### src/rtl/gpio_port_pkg.sv
package gpio_port_pkg;

    // Register indices; the byte address on the bus is four times the index.
    localparam logic [15:0] IDX_LATCH = 16'hFE68;
    localparam logic [15:0] IDX_DIR = 16'hFE69;
    localparam logic [15:0] IDX_LATCH_RAW = 16'hFE6A;
    localparam logic [15:0] IDX_FSEL = 16'hFE6B;

    // Reset values of the three software registers.
    localparam logic [7:0] RST_LATCH = 8'h00;
    localparam logic [7:0] RST_DIR = 8'h00;
    localparam logic [7:0] RST_FSEL = 8'h00;

    // Pins that the two PWM channels may reach.
    localparam logic [7:0] FIRST_PWM_BITS = 8'h0F;
    localparam logic [7:0] SECOND_PWM_BITS = 8'hF0;

    // Drive state of all eight pins: level, enable and pull-up.
    typedef struct packed {
        logic [7:0] out;
        logic [7:0] oe;
        logic [7:0] pull;
    } pin_drive_t;

    // Complete state of the port.
    typedef struct packed {
        logic [7:0] latch;
        logic [7:0] dir;
        logic [7:0] fsel;
        logic [7:0] sync1;
        logic [7:0] sync2;
        logic [31:0] prdata;
        logic pslverr;
        logic hold;
        pin_drive_t snap;
    } port_state_t;

    // Byte address of a register from its index.
    function automatic logic [31:0] reg_addr(input logic [15:0] idx);
        return {14'h0000, idx, 2'b00};
    endfunction : reg_addr

endpackage : gpio_port_pkg

### src/rtl/eight_bit_port_with_pwm_mux.sv
// Register access over APB was left to the implementer.
module eight_bit_port_with_pwm_mux #(
    parameter logic [7:0] OPEN_DRAIN = 8'h00
) (
    input wire logic pclk,
    input wire logic presetn,
    input wire logic psel,
    input wire logic penable,
    input wire logic pwrite,
    input wire logic [31:0] paddr,
    input wire logic [31:0] pwdata,
    output logic [31:0] prdata,
    output logic pready,
    output logic pslverr,
    input wire logic low_power,
    input wire logic first_pwm_channel,
    input wire logic second_pwm_channel,
    input wire logic [7:0] pin_in,
    output logic [7:0] pin_out,
    output logic [7:0] pin_oe,
    output logic [7:0] pullup_en
);
    import gpio_port_pkg::*;

    // Registered state and its next value.
    port_state_t s;
    port_state_t next_s;

    // Drive computed from the live registers and PWM inputs.
    pin_drive_t live;

    // Drive that actually reaches the pins.
    pin_drive_t drive;

    // Setup cycle of any bus transfer.
    logic setup_phase;

    // Completing write access.
    logic write_access;

    // Address that none of the four register words decodes.
    logic unmapped;

    // Works out the per-pin drive from the registers and PWM levels.
    function automatic pin_drive_t compute_drive(
        input logic [7:0] latch,
        input logic [7:0] dir,
        input logic [7:0] fsel,
        input logic pwm_a,
        input logic pwm_b,
        input logic [7:0] od
    );
        pin_drive_t d;
        logic [7:0] pwm_bits;
        logic [7:0] level;
        pwm_bits = (FIRST_PWM_BITS & {8{pwm_a}}) | (SECOND_PWM_BITS & {8{pwm_b}});
        level = (fsel & (latch | pwm_bits)) | (~fsel & latch);
        d.out = level;
        d.oe = dir & (~level | ~od);
        d.pull = ~dir & latch;
        return d;
    endfunction : compute_drive

    // The live drive follows PWM at once, so no flip-flop sits in its path.
    always_comb begin
        live = compute_drive(s.latch, s.dir, s.fsel, first_pwm_channel,
                             second_pwm_channel, OPEN_DRAIN);
        drive = s.hold ? s.snap : live;
    end

    // Pin outputs; open-drain bits never enable a high level.
    assign pin_out = drive.out;
    assign pin_oe = drive.oe;
    assign pullup_en = drive.pull;

    // The slave never inserts wait states.
    assign pready = 1'b1;
    assign prdata = s.prdata;
    assign pslverr = s.pslverr;

    assign setup_phase = psel & ~penable;
    assign write_access = psel & penable & pwrite;

    // Kept apart from the decode chain so the checks can name the error case directly.
    assign unmapped = (paddr != reg_addr(IDX_LATCH)) && (paddr != reg_addr(IDX_LATCH_RAW))
        && (paddr != reg_addr(IDX_DIR)) && (paddr != reg_addr(IDX_FSEL));

    // Next-state logic: bus decode, synchroniser and low-power snapshot.
    always_comb begin
        next_s = s;
        // Pins are asynchronous, so two flops stand before any reader.
        next_s.sync1 = pin_in;
        next_s.sync2 = s.sync1;
        // Read data and error are prepared in the setup cycle.
        if (setup_phase) begin
            next_s.prdata = 32'h0000_0000;
            next_s.pslverr = 1'b0;
            if (paddr == reg_addr(IDX_LATCH)) begin
                // A plain read returns the pins whatever their direction.
                next_s.prdata[7:0] = s.sync2;
            end else if (paddr == reg_addr(IDX_LATCH_RAW)) begin
                // Read-modify-write sequences start from the stored latch.
                next_s.prdata[7:0] = s.latch;
            end else if (paddr == reg_addr(IDX_DIR)) begin
                next_s.prdata[7:0] = s.dir;
            end else if (paddr == reg_addr(IDX_FSEL)) begin
                next_s.prdata[7:0] = s.fsel;
            end else begin
                // Unmapped address answers with an error and zero data.
                next_s.pslverr = 1'b1;
            end
        end
        // Writes take effect only at the access edge.
        if (write_access) begin
            if (paddr == reg_addr(IDX_LATCH) || paddr == reg_addr(IDX_LATCH_RAW)) begin
                next_s.latch = pwdata[7:0];
            end else if (paddr == reg_addr(IDX_DIR)) begin
                next_s.dir = pwdata[7:0];
            end else if (paddr == reg_addr(IDX_FSEL)) begin
                next_s.fsel = pwdata[7:0];
            end
        end
        // Entering low power captures the drive seen just before entry.
        next_s.hold = low_power;
        if (low_power && !s.hold) begin
            next_s.snap = live;
        end
    end

    // State register; every flop takes a constant under reset.
    always_ff @(posedge pclk or negedge presetn) begin
        if (!presetn) begin
            s.latch <= RST_LATCH;
            s.dir <= RST_DIR;
            s.fsel <= RST_FSEL;
            s.sync1 <= 8'h00;
            s.sync2 <= 8'h00;
            s.prdata <= 32'h0000_0000;
            s.pslverr <= 1'b0;
            s.hold <= 1'b0;
            s.snap <= '0;
        end else begin
            s <= next_s;
        end
    end
endmodule : eight_bit_port_with_pwm_mux

### config.mk
export PLATFORM = sky130hd
export DESIGN_NAME = eight_bit_port_with_pwm_mux
export DESIGN_NICKNAME = d
export VERILOG_FILES = /design/src/rtl/gpio_port_pkg.sv /design/src/rtl/eight_bit_port_with_pwm_mux.sv
export SDC_FILE = /design/constraint.sdc
export NUM_CORES = 1
export LEC_CHECK = 0
export BUFFER_PORTS_ARGS = -buffer_cell sky130_fd_sc_hd__buf_4
export CAP_MARGIN = 20
export CORE_MARGIN = 10
export CORE_UTILIZATION = 49
export DETAILED_ROUTE_END_ITERATION = 12
export GPL_ROUTABILITY_DRIVEN = 0
export GPL_TIMING_DRIVEN = 0
export PLACE_DENSITY_LB_ADDON = 0.05
export SYNTH_ARGS = -nofsm -noshare
export SYNTH_HDL_FRONTEND = slang
export SYNTH_SLANG_ARGS = --single-unit
### constraint.sdc
create_clock -name pclk -period 1.9 [get_ports pclk]
set_clock_uncertainty 0.2 [all_clocks]
set_input_delay 0 -clock pclk [delete_from_list [all_inputs] [get_ports pclk]]
set_output_delay 0 -clock pclk [all_outputs]
set_load 0.02 [all_outputs]
==> results_dict.tcl <==
set metrics [dict create \
    htreeDepth 3 \
    area.growth.synth_to_final_pct 34.73 \
    synth.yosys.seq_area_share_pct 51.14 \
    cp_max_fo 10 \
    io_buffers 87 \
    insertedDiodeCount 0 \
    grt_max_degree 75 \
    start_util_pct 50.19 \
    core_um2 7214 \
    drc 0 \
    clock_latency_ns 0.34 \
    p_seq_share_pct 53.4 \
    clock-sinks 74 \
    swShare_pct 24.14 \
    period_minus_slack_ns 1.801 \
    first_iter_violations 70 \
    ys_seq_elements 74 \
    rsz0062_at_grt "no" \
    detailedRoute.firstPassIterationCount 4 \
    numCtsBuffers 9 \
    nets 517 \
    worst-setup-path-type "register to primary output" \
    hp-start "paddr[2]" \
    final_common_cell "buf_4" \
    hold_viol_final 0 \
    post-dp-hpwl_um 6526 \
    holdCritPathClass "input port to register" \
    max-slew-margin-rel_pct 40.52 \
    fillers 604 \
    power_frac_clock_pct 34.9 \
    track_usage_pct 16.14 \
    tightest_slew_ns 0.8922 \
    switchingPower_w 0.0007236 \
    wl_um 8624 \
    drt-vias-per-instance 4.708 \
    dr_total_vias 2547 \
    regToRegSetupSlack_ns 0.22 \
    syn_inst 295 \
    power_density_nw_per_um2 614.4 \
    cts_tree "built" \
    cp-end-kind "primary output" \
    setup_viol 0 \
    regToRegStartpoint "s[24]" \
    postRouteAntennaNets 0 \
    max_cap_violations 0 \
    synth_warnings 0 \
    ys_types 23 \
    layout_common_cells "buf_4, dfrtp_1, nand2_1, mux2_2, o21ai_0" \
    synth_top_area_share_pct 51.14 \
    avgRoutedWirePerCell_um 15.94 \
    cp.required_ns 1.70 \
    clockRootBuffer "clkbuf_8" \
    placed_area_um2 4484 \
    antenna_found_initial 0 \
    intPower_w 0.002274 \
    finalPower_w 0.002997 \
    drive_gt1_share_pct 44.57 \
    final_cells 541 \
    p_leak_nw 2.413 \
    placed_cells 504 \
    syn_area_um2 3621 \
    peakVddDrop_uv 647.9 \
    critPathArrivalTime_ns 1.60 \
    grt_pass1_vias 2868 \
    cp-start-kind "register" \
    overflow 0 \
    die_width_um 106.0 \
    clk_path_buf_depth 2 \
    clk_pin_slew_worst_paths_ns 0.08 \
    status "finished, final reports clean" \
    die_y_um 106.0 \
    synth_area_leaders "dfrtp_1, mux2_2, buf_4, mux4_2, o21ai_0" \
    combPwrFrac_pct 11.7 \
    design.die.area_um2 11230 \
    design_area_um2 4878 \
    syn_avg_cell_area_um2 12.27 \
    report.final.slew_viol_count 0 \
    rows 31 \
    yosysTopAreaCell "dfrtp_1" \
    fin_tns_setup_ns 0 \
    startpoint "s[24]" \
    fmax_ghz 0.5553 \
    post-route-period-util_pct 94.78 \
    pin_count 138 \
    grt_pass1_wl_um 14480 \
]
-- area by class of cell --
cell class | count | area, um^2 | share of cell area (%)
Inverter | 8 | 30.03 | 0.6155
Buffer | 45 | 306.5 | 6.284
Sequential cell | 74 | 1852 | 37.96
Tap cell | 99 | 123.9 | 2.539
Clock inverter | 3 | 15.01 | 0.3078
Clock buffer | 13 | 148.9 | 3.052
Multi-Input combinational cell | 190 | 1529 | 31.34
Timing Repair Buffer | 109 | 873.3 | 17.90
-- worst max-delay path, cell delays in order (launching register included) --
cell	delay [ns]
dfrtp_1	0.49
clkbuf_8	0.25
mux2_2	0.36
buf_4	0.16
-- per-stage QoR --
stage          hold WS [ns]  setup slack, ns  utilization [%]
2_1_floorplan       -0.4956           0.1030                -
3_3_place_gp       -0.09025          -0.2661            62.16
3_5_place_dp       -0.08936          -0.2705            62.16
4_1_cts             0.01312         0.006793            67.59
5_1_grt            0.009442         0.002910            67.62
6_report            0.02037          0.09926            67.62
-- layer usage --
layer  track usage [%]  vias to the layer above  share of wire, %
met5                 0                        -                 0
met4             4.352                        0               1.5
met3             5.676                       12               5.7
met2             28.89                       64                53
met1             17.74                     1231                39
li1                  -                     1240                 -
-- worst paths after layout --
| check | end | cells past startpoint |
|---|---|---|
| worst max-delay path | pin_oe[7] | 3 |
| worst min-delay path | live[14] | 4 |
| worst max register to register | s[15] | 3 |
| worst min register to register | s[58] | 0 |
| max in group asynchronous | next_s[63] | 2 |
| min in group asynchronous | next_s[60] | 2 |
-- power by group through the flow --
stage	Combinational [W]	Clock, W	Sequential, W
after floorplan	0.000161	0	0.00163
after global routing	0.000384	0.00115	0.00160
after CTS	0.000350	0.00108	0.00160
after detailed placement	0.000314	0	0.00163
after global placement	0.000310	0	0.00163
final	0.000351	0.00105	0.00160
-- state kept, by name (all words and copies together), names as in the netlist --
name and count:
s 49, next_s 8, pslverr 1, prdata 8, live 8
-- Yosys cell counts --
cell type and count:
or2_2 1, conb_1 2, buf_4 33, nand3_1 1, nor4b_4 3, nor4_4 5
and4b_1 1, a21oi_1 8, mux2i_1 8, mux4_2 8, nand4_4 2, inv_1 8
nand2b_1 11, mux2_4 8, dfrtp_1 74, clkbuf_1 11, nor2b_1 1, nor2_1 1
buf_1 2, and4_1 1, nand2_1 41, o21ai_0 32, mux2_2 33
-- cells by family after synthesis --
group / share of synthesized area (%)
multiplexers: 20.77
AO/OA/AOI/OAI: 5.529
other: 0.2074
AND/OR/NAND/NOR: 13.34
buffers and inverters: 9.019
flip-flops: 51.14
-- timing repair --
item | CTS | global route
resized for setup | 4 | 4
setup endpoints to repair | 29 | 16
endpoints found under the hold margin | 121 | 0
hold buffers | 22 | 0
setup buffers | 0 | 0
No activity file was read; power rests on OpenSTA's default activity.
